$ cat src/core/ilpc_consts.vh
`ifndef ILPC_CONSTS_VH
`define ILPC_CONSTS_VH

// ==========================================
// Register map (index on an 8-bit address)
`define ILPC_REG_FORMAT   8'h00
`define ILPC_REG_KLEN     8'h01
`define ILPC_REG_DEVID    8'h02
`define ILPC_REG_SCRAM    8'h03
`define ILPC_REG_STATUS   8'h04
`define ILPC_REG_LANES    8'h05
`define ILPC_REG_KEFF     8'h06
`define ILPC_REG_CHKSUM   8'h07

// ==========================================
// Reset values
`define ILPC_RST_FORMAT   4'h0
`define ILPC_RST_KLEN     8'h1f
`define ILPC_RST_DEVID    8'h00
`define ILPC_RST_SCRAM    1'b0

// ==========================================
// Fixed field values of the parameter set
`define ILPC_ADJCNT       4'h0
`define ILPC_BID          4'h0
`define ILPC_ADJDIR       1'b0
`define ILPC_PHADJ        1'b0
`define ILPC_CF           5'h00
`define ILPC_CS           2'h0
`define ILPC_HD           1'b0
`define ILPC_SUBCLASSV    3'h1
`define ILPC_JESDV        3'h1
`define ILPC_RES1         8'h00
`define ILPC_RES2         8'h00

// ==========================================
// Octet positions in the parameter set
`define ILPC_OCT_DID      4'h0
`define ILPC_OCT_ADJ      4'h1
`define ILPC_OCT_LID      4'h2
`define ILPC_OCT_L        4'h3
`define ILPC_OCT_F        4'h4
`define ILPC_OCT_K        4'h5
`define ILPC_OCT_M        4'h6
`define ILPC_OCT_N        4'h7
`define ILPC_OCT_NP       4'h8
`define ILPC_OCT_S        4'h9
`define ILPC_OCT_HD       4'ha
`define ILPC_OCT_RES1     4'hb
`define ILPC_OCT_RES2     4'hc
`define ILPC_OCT_CHK      4'hd

// ==========================================
// Multiblock scale for 64B/66B: 8 x 32
`define ILPC_MB_SCALE     10'h100

`endif

$ cat src/core/ilpc_top.v
`include "ilpc_consts.vh"

// Notes on behaviour
// - Adjustment amount and direction fields always sent as zero.
// - Control words per frame always advertised as zero.
// - Control bits per sample always sent as zero.
// - High-density flag always sent as zero.
// - Device identifier comes from a software-written register.
// - In 8B/10B formats frames per multiframe come from the multiframe length register.
// - Each lane sends its own lane identifier derived by the block.
// - Octets per frame field follows the selected format.
// - Lane count field follows the selected format.
// - Converter count field is the converter count of the format.
// - Resolution field is sample width before control and tail bits.
// - Bits per sample field is width after control and tail bits.
// - Samples per converter per frame follow the selected format.
// - Checksum is the sum of all fields modulo 256.
// - One format code fixes every derived transport parameter.
// - In 8B/10B formats programmed multiframe length sets framing length in frames.
// - Parameter set is sent only in 8B/10B formats.
// - In 64B/66B formats frames per multiframe are 256 times E over F.

module ilpc_top #(
    parameter LANE_ID_BASE = 5'h00
) (
    // Clock and reset
    input  wire       clk,
    input  wire       rst_b,
    // Register port
    input  wire [7:0] reg_addr,
    input  wire [7:0] reg_wdata,
    input  wire       reg_wr,
    input  wire       reg_rd,
    output reg  [7:0] reg_rdata,
    // Link layer control
    input  wire       ilas_start,
    input  wire       frame_tick,
    output reg        mf_boundary,
    output wire       ilas_busy,
    output wire       enc_64b66b,
    // Parameter octet stream
    output wire       cfg_valid,
    input  wire       cfg_ready,
    output reg  [2:0] cfg_lane,
    output reg  [3:0] cfg_index,
    output wire [7:0] cfg_octet,
    output reg        cfg_last
);

    // ==========================================
    // States and local constants
    localparam ST_IDLE = 1'b0;
    localparam ST_SEND = 1'b1;
    localparam [3:0] LAST_OCTET = `ILPC_OCT_CHK;

    // ==========================================
    // Software registers
    reg  [3:0] format_reg;
    reg  [7:0] klen_reg;
    reg  [7:0] devid_reg;
    reg        scram_reg;

    // Sequencer state
    reg        state_reg;
    reg        state_next;
    reg  [2:0] lane_reg;
    reg  [3:0] idx_reg;
    reg        out_valid_reg;
    reg  [7:0] frame_cnt_reg;

    // Format table outputs
    wire       fmt_valid;
    wire       fmt_enc66;
    wire [3:0] fmt_l;
    wire [3:0] fmt_m;
    wire [3:0] fmt_f;
    wire [3:0] fmt_s;
    wire [3:0] fmt_n;
    wire [3:0] fmt_np;
    wire [1:0] fmt_e;

    // Encoded fields
    wire [4:0] l_m1;
    wire [7:0] f_m1;
    wire [7:0] m_m1;
    wire [4:0] n_m1;
    wire [4:0] np_m1;
    wire [4:0] s_m1;
    wire [9:0] k_66;
    wire [7:0] k_m1;
    wire [4:0] lid;
    wire [2:0] last_lane;
    reg  [11:0] sum_base;
    wire [7:0] chk_base;
    wire [7:0] chk_lane;
    wire       load;
    wire       start_ok;

    // ==========================================
    // Format lookup
    // The whole transport format follows from one code
    ilpc_mode_rom u_rom (
        .clk      (clk),
        .rst_b    (rst_b),
        .mode     (format_reg),
        .valid    (fmt_valid),
        .enc66    (fmt_enc66),
        .lanes    (fmt_l),
        .convs    (fmt_m),
        .octets   (fmt_f),
        .samples  (fmt_s),
        .res_bits (fmt_n),
        .tot_bits (fmt_np),
        .mblocks  (fmt_e)
    );

    // ==========================================
    // Derived field values, each sent minus one
    assign l_m1  = {1'b0, fmt_l} - 5'h01;
    assign f_m1  = {4'h0, fmt_f} - 8'h01;
    assign m_m1  = {4'h0, fmt_m} - 8'h01;
    assign n_m1  = {1'b0, fmt_n} - 5'h01;
    assign np_m1 = {1'b0, fmt_np} - 5'h01;
    assign s_m1  = {1'b0, fmt_s} - 5'h01;

    // Frames per multiframe: programmed, or fixed by E and F
    assign k_66 = (`ILPC_MB_SCALE * {8'h00, fmt_e}) / {6'h00, fmt_f};
    assign k_m1 = fmt_enc66 ? (k_66[7:0] - 8'h01) : klen_reg;

    // Lane identifier of the lane being sent
    assign lid       = LANE_ID_BASE + {2'h0, lane_reg};
    assign last_lane = l_m1[2:0];

    // ==========================================
    // Checksum over every field except the lane identifier
    always @* begin
        sum_base = {4'h0, devid_reg};
        sum_base = sum_base + {8'h00, `ILPC_ADJCNT};
        sum_base = sum_base + {8'h00, `ILPC_BID};
        sum_base = sum_base + {11'h000, `ILPC_ADJDIR};
        sum_base = sum_base + {11'h000, `ILPC_PHADJ};
        sum_base = sum_base + {11'h000, scram_reg};
        sum_base = sum_base + {7'h00, l_m1};
        sum_base = sum_base + {4'h0, f_m1};
        sum_base = sum_base + {4'h0, k_m1};
        sum_base = sum_base + {4'h0, m_m1};
        sum_base = sum_base + {10'h000, `ILPC_CS};
        sum_base = sum_base + {7'h00, n_m1};
        sum_base = sum_base + {9'h000, `ILPC_SUBCLASSV};
        sum_base = sum_base + {7'h00, np_m1};
        sum_base = sum_base + {9'h000, `ILPC_JESDV};
        sum_base = sum_base + {7'h00, s_m1};
        sum_base = sum_base + {11'h000, `ILPC_HD};
        sum_base = sum_base + {7'h00, `ILPC_CF};
        sum_base = sum_base + {4'h0, `ILPC_RES1};
        sum_base = sum_base + {4'h0, `ILPC_RES2};
    end

    // Modulo 256 by truncation, lane identifier added per lane
    assign chk_base = sum_base[7:0];
    assign chk_lane = chk_base + {3'h0, lid};

    // ==========================================
    // Register writes
    always @(posedge clk or negedge rst_b) begin
        if (!rst_b) begin
            format_reg <= `ILPC_RST_FORMAT;
            klen_reg   <= `ILPC_RST_KLEN;
            devid_reg  <= `ILPC_RST_DEVID;
            scram_reg  <= `ILPC_RST_SCRAM;
        end else if (reg_wr) begin
            case (reg_addr)
                `ILPC_REG_FORMAT: format_reg <= reg_wdata[3:0];
                `ILPC_REG_KLEN:   klen_reg   <= reg_wdata;
                `ILPC_REG_DEVID:  devid_reg  <= reg_wdata;
                `ILPC_REG_SCRAM:  scram_reg  <= reg_wdata[0];
                default: ;
            endcase
        end
    end

    // Register reads, data in the following cycle
    always @(posedge clk or negedge rst_b) begin
        if (!rst_b) begin
            reg_rdata <= 8'h00;
        end else if (reg_rd) begin
            case (reg_addr)
                `ILPC_REG_FORMAT: reg_rdata <= {4'h0, format_reg};
                `ILPC_REG_KLEN:   reg_rdata <= klen_reg;
                `ILPC_REG_DEVID:  reg_rdata <= devid_reg;
                `ILPC_REG_SCRAM:  reg_rdata <= {7'h00, scram_reg};
                `ILPC_REG_STATUS: reg_rdata <= {5'h00, fmt_valid, fmt_enc66, state_reg};
                `ILPC_REG_LANES:  reg_rdata <= {4'h0, fmt_l};
                `ILPC_REG_KEFF:   reg_rdata <= k_m1;
                `ILPC_REG_CHKSUM: reg_rdata <= chk_base + {3'h0, LANE_ID_BASE};
                default:          reg_rdata <= 8'h00;
            endcase
        end else begin
            reg_rdata <= 8'h00;
        end
    end

    // ==========================================
    // Sequencer
    // Start only with a listed format and 8B/10B coding
    assign start_ok = ilas_start && fmt_valid && !fmt_enc66;
    assign load     = (state_reg == ST_SEND) && (!out_valid_reg || cfg_ready);

    // Next state
    always @* begin
        case (state_reg)
            ST_IDLE: state_next = start_ok ? ST_SEND : ST_IDLE;
            ST_SEND: state_next = (load && idx_reg == LAST_OCTET && lane_reg == last_lane)
                                  ? ST_IDLE : ST_SEND;
            default: state_next = ST_IDLE;
        endcase
    end

    // Lane and octet counters
    always @(posedge clk or negedge rst_b) begin
        if (!rst_b) begin
            state_reg <= ST_IDLE;
            lane_reg  <= 3'h0;
            idx_reg   <= 4'h0;
        end else begin
            state_reg <= state_next;
            if (state_reg == ST_IDLE) begin
                lane_reg <= 3'h0;
                idx_reg  <= 4'h0;
            end else if (load) begin
                if (idx_reg == LAST_OCTET) begin
                    idx_reg  <= 4'h0;
                    lane_reg <= lane_reg + 3'h1;
                end else begin
                    idx_reg <= idx_reg + 4'h1;
                end
            end
        end
    end

    // Output handshake registers
    always @(posedge clk or negedge rst_b) begin
        if (!rst_b) begin
            out_valid_reg <= 1'b0;
            cfg_lane      <= 3'h0;
            cfg_index     <= 4'h0;
            cfg_last      <= 1'b0;
        end else if (load) begin
            out_valid_reg <= 1'b1;
            cfg_lane      <= lane_reg;
            cfg_index     <= idx_reg;
            cfg_last      <= (idx_reg == LAST_OCTET) && (lane_reg == last_lane);
        end else if (cfg_ready) begin
            out_valid_reg <= 1'b0;
            cfg_last      <= 1'b0;
        end
    end

    // Octet register
    ilpc_octet_sel u_oct (
        .clk   (clk),
        .rst_b (rst_b),
        .load  (load),
        .idx   (idx_reg),
        .did   (devid_reg),
        .lid   (lid),
        .scr   (scram_reg),
        .l_m1  (l_m1),
        .f_m1  (f_m1),
        .k_m1  (k_m1),
        .m_m1  (m_m1),
        .n_m1  (n_m1),
        .np_m1 (np_m1),
        .s_m1  (s_m1),
        .chk   (chk_lane),
        .octet (cfg_octet)
    );

    assign cfg_valid  = out_valid_reg;
    assign ilas_busy  = state_reg;
    assign enc_64b66b = fmt_enc66;

    // ==========================================
    // Multiframe counter: boundary every k_m1 + 1 frames
    always @(posedge clk or negedge rst_b) begin
        if (!rst_b) begin
            frame_cnt_reg <= 8'h00;
            mf_boundary   <= 1'b0;
        end else if (frame_tick) begin
            if (frame_cnt_reg >= k_m1) begin
                frame_cnt_reg <= 8'h00;
                mf_boundary   <= 1'b1;
            end else begin
                frame_cnt_reg <= frame_cnt_reg + 8'h01;
                mf_boundary   <= 1'b0;
            end
        end else begin
            mf_boundary <= 1'b0;
        end
    end

endmodule

$ cat src/core/ilpc_mode_rom.v
`include "ilpc_consts.vh"

// ==========================================
// Format table: transport parameters per format code, registered output
module ilpc_mode_rom (
    // Clock and reset
    input  wire       clk,
    input  wire       rst_b,
    // Lookup
    input  wire [3:0] mode,
    output reg        valid,
    output reg        enc66,
    output reg  [3:0] lanes,
    output reg  [3:0] convs,
    output reg  [3:0] octets,
    output reg  [3:0] samples,
    output reg  [3:0] res_bits,
    output reg  [3:0] tot_bits,
    output reg  [1:0] mblocks
);

    reg [27:0] row;

    // Columns: valid, enc66, L, M, F, S, N, N', E
    always @* begin
        case (mode)
            4'h0:    row = {1'b1, 1'b0, 4'h8, 4'h8, 4'h8, 4'h5, 4'h9, 4'hc, 2'h0};
            4'h1:    row = {1'b1, 1'b0, 4'h6, 4'h4, 4'h2, 4'h2, 4'h9, 4'hc, 2'h0};
            4'h2:    row = {1'b1, 1'b0, 4'h4, 4'h4, 4'h1, 4'h1, 4'h8, 4'h8, 2'h0};
            4'h3:    row = {1'b1, 1'b0, 4'h4, 4'h4, 4'h5, 4'h4, 4'h9, 4'ha, 2'h0};
            4'h4:    row = {1'b1, 1'b1, 4'h3, 4'h4, 4'h2, 4'h1, 4'h9, 4'hc, 2'h1};
            4'h5:    row = {1'b1, 1'b1, 4'h2, 4'h4, 4'h2, 4'h1, 4'h8, 4'h8, 2'h1};
            4'h6:    row = {1'b1, 1'b1, 4'h6, 4'h4, 4'h2, 4'h2, 4'h9, 4'hc, 2'h1};
            4'h7:    row = {1'b1, 1'b1, 4'h4, 4'h4, 4'h1, 4'h1, 4'h8, 4'h8, 2'h1};
            4'h8:    row = {1'b1, 1'b1, 4'h4, 4'h4, 4'h3, 4'h2, 4'h9, 4'hc, 2'h3};
            4'h9:    row = {1'b1, 1'b0, 4'h8, 4'h4, 4'h1, 4'h2, 4'h8, 4'h8, 2'h0};
            4'ha:    row = {1'b1, 1'b0, 4'h8, 4'h8, 4'h5, 4'h4, 4'h9, 4'ha, 2'h0};
            4'he:    row = {1'b1, 1'b1, 4'h8, 4'h8, 4'h3, 4'h2, 4'h9, 4'hc, 2'h3};
            default: row = {1'b0, 1'b0, 4'h1, 4'h1, 4'h1, 4'h1, 4'h1, 4'h1, 2'h1};
        endcase
    end

    // Output register
    always @(posedge clk or negedge rst_b) begin
        if (!rst_b) begin
            {valid, enc66, lanes, convs, octets, samples, res_bits, tot_bits, mblocks}
                <= {1'b0, 1'b0, 4'h1, 4'h1, 4'h1, 4'h1, 4'h1, 4'h1, 2'h1};
        end else begin
            {valid, enc66, lanes, convs, octets, samples, res_bits, tot_bits, mblocks} <= row;
        end
    end

endmodule

$ cat src/core/ilpc_octet_sel.v
`include "ilpc_consts.vh"

// ==========================================
// Parameter set octet selector, registered on load
module ilpc_octet_sel (
    // Clock and reset
    input  wire       clk,
    input  wire       rst_b,
    // Select
    input  wire       load,
    input  wire [3:0] idx,
    // Encoded fields
    input  wire [7:0] did,
    input  wire [4:0] lid,
    input  wire       scr,
    input  wire [4:0] l_m1,
    input  wire [7:0] f_m1,
    input  wire [7:0] k_m1,
    input  wire [7:0] m_m1,
    input  wire [4:0] n_m1,
    input  wire [4:0] np_m1,
    input  wire [4:0] s_m1,
    input  wire [7:0] chk,
    // Octet out
    output reg  [7:0] octet
);

    reg [7:0] sel;

    // Octet layout of the parameter set
    always @* begin
        case (idx)
            `ILPC_OCT_DID:  sel = did;
            `ILPC_OCT_ADJ:  sel = {`ILPC_ADJCNT, `ILPC_BID};
            `ILPC_OCT_LID:  sel = {1'b0, `ILPC_ADJDIR, `ILPC_PHADJ, lid};
            `ILPC_OCT_L:    sel = {scr, 2'h0, l_m1};
            `ILPC_OCT_F:    sel = f_m1;
            `ILPC_OCT_K:    sel = k_m1;
            `ILPC_OCT_M:    sel = m_m1;
            `ILPC_OCT_N:    sel = {`ILPC_CS, 1'b0, n_m1};
            `ILPC_OCT_NP:   sel = {`ILPC_SUBCLASSV, np_m1};
            `ILPC_OCT_S:    sel = {`ILPC_JESDV, s_m1};
            `ILPC_OCT_HD:   sel = {`ILPC_HD, 2'h0, `ILPC_CF};
            `ILPC_OCT_RES1: sel = `ILPC_RES1;
            `ILPC_OCT_RES2: sel = `ILPC_RES2;
            `ILPC_OCT_CHK:  sel = chk;
            default:        sel = 8'h00;
        endcase
    end

    // Output register
    always @(posedge clk or negedge rst_b) begin
        if (!rst_b) begin
            octet <= 8'h00;
        end else if (load) begin
            octet <= sel;
        end
    end

endmodule

$ cat config.mk
export PLATFORM = sky130hd
export DESIGN_NAME = ilpc_top
export DESIGN_NICKNAME = d
export VERILOG_FILES = /design/src/core/ilpc_top.v /design/src/core/ilpc_mode_rom.v /design/src/core/ilpc_octet_sel.v
export VERILOG_INCLUDE_DIRS = /design/src /design/src/core
export SDC_FILE = /design/constraint.sdc
export NUM_CORES = 1
export LEC_CHECK = 0
export ABC_AREA = 1
export BUFFER_PORTS_ARGS = -buffer_cell sky130_fd_sc_hd__buf_2
export CAP_MARGIN = 25
export CELL_PAD_IN_SITES_DETAIL_PLACEMENT = 2
export CELL_PAD_IN_SITES_GLOBAL_PLACEMENT = 2
export CORE_MARGIN = 5
export CORE_UTILIZATION = 34
export CTS_BUF_LIST = sky130_fd_sc_hd__clkbuf_4 sky130_fd_sc_hd__clkbuf_8
export DETAILED_ROUTE_END_ITERATION = 10
export GPL_TIMING_DRIVEN = 0
export HOLD_SLACK_MARGIN = 0.03
export PLACE_DENSITY_LB_ADDON = 0.1
export SYNTH_ARGS = -nofsm -noshare
export SYNTH_HDL_FRONTEND = slang
export SYNTH_SLANG_ARGS = --single-unit
export TNS_END_PERCENT = 5
$ cat constraint.sdc
create_clock -name clk -period 15 [get_ports clk]
set_input_delay 0.75 -clock clk [delete_from_list [all_inputs] [get_ports clk]]
set_output_delay 0.75 -clock clk [all_outputs]
set_load 0.005 [all_outputs]
* Word-level counts from Yosys, hierarchy flattened *
Memory sizes are Yosys's and may differ from the RTL's. A register that Yosys moved wholly into a read port is not among the register bits.
Cells that the tools add are included.

storage, ports and cells
  flip-flop bits (word level) = 75
  memory bits (read-only) = 384
  input bits = 23
  output and inout bits = 28
  word-level logic and storage cells = 99
  memories kept = 1

cells by class
  add/subtract/negate cells = 21
  divide/modulo/power cells = 1
  magnitude comparators = 1
  equal/unequal tests = 19
  mux-type cells = 19
  bitwise gates (word level) = 1
  reduce and logical (&&, ||, !) cells = 18

memories
  name             depth  bits a word  rd ports  clocked after memory_dff  write ports  RTL line            source
  (no name shown)  16     24           1         1                         0            ilpc_mode_rom.v:26  case (mode)

operator list
  operator                                                               count
  8-bit one-hot mux with 10 select lines                                 1
  8-bit one-hot mux with 8 select lines                                  1
  8-bit by 5-bit adder with 8-bit output                                 4
  8-bit by 3-bit equality test with 1-bit output, second input constant  4
  4-bit by 1-bit subtractor with 5-bit output, second input constant     6
  8-bit by 1-bit adder with 8-bit output, second input constant          3
  8-bit adder                                                            3
  8-bit two-way mux                                                      3
  4-bit by 3-bit equality test with 1-bit output, second input constant  4
  8-bit by 2-bit equality test with 1-bit output, second input constant  2
  4-bit equality test, second input constant                             3
  4-bit two-way mux                                                      3
  10-bit by 4-bit divider with 10-bit output                             1
  2-bit AND reduction                                                    5
  3-bit two-way mux                                                      3
  8-bit by 1-bit adder with 8-bit output                                 1
  8-bit by 3-bit adder with 8-bit output                                 1
  4-bit by 2-bit equality test with 1-bit output, second input constant  2
  8-bit by 1-bit equality test with 1-bit output, second input constant  1
  8-bit greater-or-equal comparator                                      1
  8-bit logical NOT                                                      1
  8-bit by 1-bit subtractor with 8-bit output, second input constant     1
  1-bit two-way mux                                                      7
  1-bit logical AND                                                      6
  other kinds (10)                                                       13

* Logic depth before layout (Yosys ltp) *
Gate-level depths: netlist (run 1).

  depth after elaboration = 12
  mapped depth = 119
  gate-level depth less buffers = 117

* By module *
Synthesis (run 1) repeated with hierarchy kept, for this count alone.

second synthesis, totals
  cells, all modules = 1165
  area total of the unflattened synthesis = 8565.7 um2

modules (own cells, without submodules)
  module          instances  cells an instance  area an instance (um2)  seq. area each (um2)
  ilpc_top        1          888                6572.6                  1382.6
  ilpc_octet_sel  1          180                1016.0                  200.2
  ilpc_mode_rom   1          97                 977.2                   508.0

* Least setup slack after synthesis (run 1) *
OpenSTA, ideal clock, no wires.

  path type = register -> register
  start = register u_rom.octets[0]
  end = register u_oct.octet[7]
  arrival time = 15.264 ns
  required time = 14.883 ns
  slack = -0.381 ns
  cell stages (with the launch flop) = 113
  path buffers = 2
  period minus slack after synthesis = 15.381 ns
  cell sequence = dfstp_2 -> buf_6 -> inv_6 -> clkbuf_1 -> ha_1 -> nand3_1 -> nand2_1 -> inv_1 -> ha_1 -> nand2_1 -> nand2_1 -> nand2_1 -> nand2_2 -> o21ai_2 -> inv_1 -> ha_1 -> ha_1 -> nor2_1 -> (+77 left out) -> inv_1 -> fa_1 -> fa_1 -> inv_1 -> ha_1 -> a21oi_1 -> nand2_1 -> nand2_1 -> nand2_1 -> a21oi_1 -> xnor2_1 -> inv_1 -> nand3_1 -> nand3_1 -> nand3_1 -> nand2_1 -> nand2_1 -> nand2_1

between the ends
  longest elaborated chain between the ends = 12
  elaborated cells on any way between the ends = 14
  classes of those cells = add/sub: 11; div: 1; mux: 2

RTL lines
  what                                         RTL line             source
  start: declaration                           ilpc_mode_rom.v:15   output reg [3:0] octets,
  10-bit by 4-bit divider with 10-bit output   ilpc_top.v:127       assign k_66 = (`ILPC_MB_SCALE * {8'h00, fmt_e}) / {6'h00, fmt_f};
  8-bit by 1-bit subtractor with 8-bit output  ilpc_top.v:128       assign k_m1 = fmt_enc66 ? (k_66[7:0] - 8'h01) : klen_reg;
  8-bit two-way mux                            ilpc_top.v:128
  8-bit adder                                  ilpc_top.v:145       sum_base = sum_base + {4'h0, k_m1};
  8-bit adder                                  ilpc_top.v:146       sum_base = sum_base + {4'h0, m_m1};
  8-bit by 5-bit adder with 8-bit output       ilpc_top.v:148       sum_base = sum_base + {7'h00, n_m1};
  8-bit by 1-bit adder with 8-bit output       ilpc_top.v:149       sum_base = sum_base + {9'h000, `ILPC_SUBCLASSV};
  8-bit by 5-bit adder with 8-bit output       ilpc_top.v:150       sum_base = sum_base + {7'h00, np_m1};
  8-bit by 1-bit adder with 8-bit output       ilpc_top.v:151       sum_base = sum_base + {9'h000, `ILPC_JESDV};
  8-bit by 5-bit adder with 8-bit output       ilpc_top.v:152       sum_base = sum_base + {7'h00, s_m1};
  8-bit by 3-bit adder with 8-bit output       ilpc_top.v:161       assign chk_lane = chk_base + {3'h0, lid};
  8-bit one-hot mux with 10 select lines (*)   ilpc_octet_sel.v:32  case (idx)
  end signal: assignment                       ilpc_octet_sel.v:56  octet <= sel;
  end: declaration                             ilpc_octet_sel.v:25  output reg [7:0] octet

Every way passes the cells marked *; elsewhere a longest branch is shown, timed or not.
A chain may end at the register's enable or synchronous reset.

* Worst setup path after layout (run 1) *
Ends and elaborated chain as after synthesis.

==> out/results.txt, run 1 <==
status = finished with violations
failing checks = setup timing
Syn. warnings = 0
first-pass GRT wire length = 47300 um
gpl congestion = 0.918
minimum clock period = 15160 ps
Post-synth EDFFs = 0
drt wl/cell = 21.4 um
total die area = 26800 sq um
register area share after synthesis = 0.260
TritonCTS Sinks = 83
initial antenna violation count = 0
clock root cell = clkbuf_8
Site Rows = 56
worst rel slew slack = 0.420
fin area = 10500 sq um
min-delay worst type = in2async
hpwl dp = 23700 um
Setup TNS = -283 ps
Final period util = 1.01
ANT nets after route = 0
Max Fclk = 0.0660 GHz
Setup Skew = 14.0 ps
pin count of the biggest net entering global routing = 46
vias in the first global route = 8627
post-synth top area cell = dfrtp_1
DRC viols = 0
# nets final = 1374
Synth cell types = 58
ys flop type = dfrtp_1
most area-consuming cells after synthesis = dfrtp_1, nand2_1, ha_1
IO Pins = 51
wirelength, routed = 33700 um
Area Overhead vs Synth = 31.1%
Cells after Synth = 1080
Initial Util = 0.343
CP startpoint kind = flip-flop
crit-path max FO = 5
vias after detailed routing = 8141
Slew @ Worst Pin = 868 ps
most used cell, CP = nand2_2
Placeable Area = 23400 sq um
Placed Area = 8730 sq um
die height = 164 um
Yosys reg bits = 83
WP data arrival = 15480 ps
hold buffers post-CTS = 0
Die Wd = 164 um
# fillers = 2729
crit path from = u_rom.octets[0]
critical path class = reg2reg
CTS tree = built
Syn Nets = 1205
RSZ-0062 raised after global routing = yes
Yosys top cell area share = 0.224
final setup fails = 4
Num CTS Buffers = 9
Reg clk slew, reported paths = 90 ps
setup ws final = -162 ps
Slowest-stage cell, CP = dfstp_2
mean area per synthesized cell = 7.44 sq um
clock latency on the worst-skew pair = 390 ps
GR Overflow Total = 0
ANT cells = 0
CTS H-Tree Depth = 3
CP peak stage delay = 600 ps
Post-synth ARST share = 1.00
RR Startpoint = u_rom.octets[0]
GRT Resource Usage Total = 0.228
routed vias/inst = 5.18
FF-to-FF path depth = 106
Final Hold Violating Endpoints = 0
Iter 0 DRT Violations = 306
PortBufs = 49
max_cap viols = 0
share of layout cells above drive strength 1 = 0.309
Post-Synthesis Cell Area = 8030 sq um
Worst setup EP type = flip-flop
WP data required = 15320 ps
clk buf depth = 2
Initial DRT Pass Iterations = 4
final slew viol count = 0
## worst paths after layout
path	end	slack, ps
max in group asynchronous	u_rom.samples[0]	13990
hold reg to reg	cfg_lane[1]	480
setup / recovery	u_oct.octet[7]	-160
hold / removal	format_reg[2]	330
setup reg to reg	u_oct.octet[7]	-160
min in group clk	cfg_lane[1]	480
## Yosys cell counts (6+ instances only)
master	n
nand2_1	227
inv_1	203
nor2_1	103
dfrtp_1	72
o21ai_0	69
ha_1	66
nand3_1	50
fa_1	36
a21oi_1	35
xor2_1	26
nand2_2	15
o22ai_1	13
xnor2_1	13
dfstp_2	11
nand4_1	10
inv_2	9
nand2_4	9
a221oi_1	8
clkbuf_1	8
nor3_1	8
nand3_2	6
o21a_1	6
## area by class of cell
cell class | count | area, sq um | share of cell area
multi-input cells | 773 | 5860 | 0.557
flip-flops and latches | 83 | 2090 | 0.198
repair buffers | 160 | 1120 | 0.106
inverters | 214 | 832 | 0.0790
well taps | 319 | 399 | 0.0379
clock buffers | 11 | 139 | 0.0132
clock inverters | 5 | 62.6 | 0.00594
plain buffers | 8 | 31.3 | 0.00297
## worst max-delay path, delay by kind of cell (launching register included)
family | cells | cell delay [ps]
xor+xnor | 2 | 370
fa+ha+maj | 15 | 4680
flops | 1 | 600
buf+inv | 22 | 1960
compound gates | 19 | 2800
simple gates | 48 | 4610
## stage by stage
step,std cells,setup WS (ps),utilization,hold slack [ps]
finish,1573,-162,0.450,331
global route,1573,-839,0.450,364
CTS,1529,-48.6,0.421,361
detailed placement,1449,-3350,0.373,470
global placement,1448,-2970,0.372,464
floorplan,1080,19.1,-,453
## metal layers
metal  vias to the layer above  track usage  share of wire
met5                         -            0              0
met4                         0       0.0820          0.042
met3                        77       0.0211          0.025
met2                       165        0.416           0.52
met1                      4092        0.281           0.41
li1                       3807            -              -
## kinds of logic after synthesis
kind of cell | synth area share
simple gates | 0.265
xor+xnor | 0.0425
buf+inv | 0.106
flops | 0.260
compound gates | 0.133
fa+ha+maj | 0.193
## placed cells by master (no fill, tap or decap), drive strengths merged, types with 3 or more instances in the layout
cell type  count
clkinvlp       3
ha            66
o21bai         4
dfrtp         72
xnor2         13
nor2         114
or2            5
o221ai         5
buf          161
o211ai         5
o21ai         74
a211oi         3
xor2          26
fa            36
nand2        251
inv          212
o21a           6
clkinv         3
o22ai         13
clkbuf        18
nor3           8
a21oi         36
a31oi          6
nand3         57
a221oi         8
dfstp         11
nand4         12
nor4           4
## timing repair
action	4_1_cts	5_1_grt
resized for setup	111	88
pin swaps	50	77
endpoints found under the setup margin	25	13
gates cloned	0	0
setup buffers	64	46
Power of run 1 is not shown: default switching activity piles up to over one toggle a cycle in this logic, so the estimate is an artifact.
==> run 2, diff against run 1 <==
--- a/config.mk
+++ b/config.mk
@@ -18,6 +18,7 @@
 export GPL_TIMING_DRIVEN = 0
 export HOLD_SLACK_MARGIN = 0.03
 export PLACE_DENSITY_LB_ADDON = 0.1
+export SKIP_CTS_REPAIR_TIMING = 1
 export SYNTH_ARGS = -nofsm -noshare
 export SYNTH_HDL_FRONTEND = slang
 export SYNTH_SLANG_ARGS = --single-unit
==> out/results.txt, run 2 (synthesized netlist as in run 1, its figures left out) <==
final non-filler cell total = 1544 (-1.8%)
Initial Util = 0.343 (unchanged)
setup ws final = -627 ps (-465 ps)
Final Hold Violating Endpoints = 0 (unchanged)
RSZ-0062 raised after global routing = yes
final slew viol count = 0 (unchanged)
failing checks = setup timing
IO Pins = 51 (unchanged)
TritonCTS Sinks = 83 (unchanged)
GRT Resource Usage Total = 0.213 (-0.0159)
minimum clock period = 15630 ps (+465 ps)
Num CTS Buffers = 9 (unchanged)
# nets final = 1345 (-2.1%)
CTS tree = built
RR Startpoint = u_rom.octets[0]
CP peak stage delay = 560 ps (-40 ps)
Die Wd = 164 um (unchanged)
worst hold margin = 333 ps (+1.46 ps)
WP data required = 15280 ps (-40 ps)
gpl congestion = 0.918 (unchanged)
status = finished with violations
Reg clk slew, reported paths = 90 ps (about the same)
Site Rows = 56 (unchanged)
Placeable Area = 23400 sq um (unchanged)
Area Overhead vs Synth = 28.6%
most frequent cells in the layout = nand2_1, inv_1, nor2_1
multi-input logic area = 5860 sq um (-0.13%)
clock latency on the worst-skew pair = 390 ps (about the same)
Setup TNS = -2970 ps (-2680 ps)
pin count of the biggest net entering global routing = 46 (unchanged)
ANT cells = 0 (unchanged)
worst rel slew slack = 0.420 (-0.000915)
max_cap viols = 0 (unchanged)
Setup Skew = 13.6 ps (-0.338 ps)
most used cell, CP = nand2_2
die height = 164 um (unchanged)
crit-path max FO = 8 (+3)
Register Area = 2090 sq um (unchanged)
PortBufs = 49 (unchanged)
share of layout cells above drive strength 1 = 0.294 (-0.0147)
Post-Route Utilization = 0.441 (-0.00888)
drt wl/cell = 21.1 um (-1.7%)
routed vias/inst = 5.16 (-0.36%)
wirelength, routed = 32500 um (-3.5%)
Iter 0 DRT Violations = 301 (-1.6%)
FF-to-FF path depth = 111 (+4.7%)
vias after detailed routing = 7962 (-2.2%)
hpwl dp = 23700 um (unchanged)
ANT nets after route = 0 (unchanged)
total die area = 26800 sq um (unchanged)
Slowest-stage cell, CP = dfstp_2
DRC viols = 0 (unchanged)
first-pass GRT wire length = 44000 um (-6.8%)
min-delay worst type = in2async
Final period util = 1.04 (+0.0310)
# fillers = 2738 (+0.33%)
final setup fails = 9 (+5)
commonest non-fill, non-tap cell in the layout = nand2_1
WP data arrival = 15900 ps (+420 ps)
clock root cell = clkbuf_8
Initial DRT Pass Iterations = 4 (unchanged)
vias in the first global route = 8053 (-6.7%)
GR Overflow Total = 0 (unchanged)
CTS H-Tree Depth = 3 (unchanged)
reg2reg end = u_oct.octet[7]
initial antenna violation count = 0 (unchanged)
DP Cell Count = 1449 (unchanged)
clk buf depth = 2 (unchanged)
Slew @ Worst Pin = 867 ps (-0.876 ps)
critical path class = reg2reg
Worst setup EP type = flip-flop
CP startpoint kind = flip-flop
reg2reg setup slack = -630 ps (-470 ps)
Max Fclk = 0.0640 GHz (-3.0%)
run 2: cell count changes in the layout (fill, tap and decap cells not counted), moves of 3 or more:
cell and change:
buf_4 -27, a21oi_2 +4, buf_6 -4, nand3_2 -3, inv_4 -3, nand2_1 +3
inv_1 -3, inv_2 +4, nand3_1 +3
run 2: area by class of cell:
cell class              instances  share of cell area
flip-flops and latches         83               0.202
inverters                     214              0.0818
plain buffers                  10             0.00642
repair buffers                129              0.0841
clock inverters                 5             0.00606
clock buffers                  11              0.0134
well taps                     319              0.0387
multi-input cells             773               0.567
run 2: how the worst max path moves through the flow:
stage / from / to / slack, ps / cells past startpoint
after floorplan: u_rom.octets[0] / u_oct.octet[7] / 20 / 113
after global placement: u_rom.octets[0] / u_oct.octet[7] / -2970 / 113
after detailed placement: u_rom.octets[0] / u_oct.octet[7] / -3350 / 114
after CTS: u_rom.octets[0] / u_oct.octet[7] / -3450 / 114
after global routing: u_rom.octets[0] / u_oct.octet[7] / -1380 / 111
final: u_rom.octets[0] / u_oct.octet[7] / -630 / 111
run 2: per-stage QoR:
step / setup slack, ps / area, sq um
after global routing: -1380 / 10300
after global placement: -2970 / 8700
after detailed placement: -3350 / 8730
after floorplan: 19.1 / 8060
after CTS: -3450 / 8930
final: -627 / 10300
run 2: worst max-delay path: cells and delay by family (launching register included):
kind                       cells  cell delay (ps)
adders and majority gates     16             4770
and+or+nand+nor               47             4480
AOI/OAI and AO/OA             21             3240
buffers and inverters         26             2200
DFF                            1              560
xor gates and xnor gates       1              150
run 2: layer usage:
layer / part of all wire / track usage
met1: 0.42 / 0.270
met2: 0.53 / 0.378
met3: 0.019 / 0.0201
met4: 0.036 / 0.0728
met5: 0 / 0
Power of run 2 is left out for the same reason.
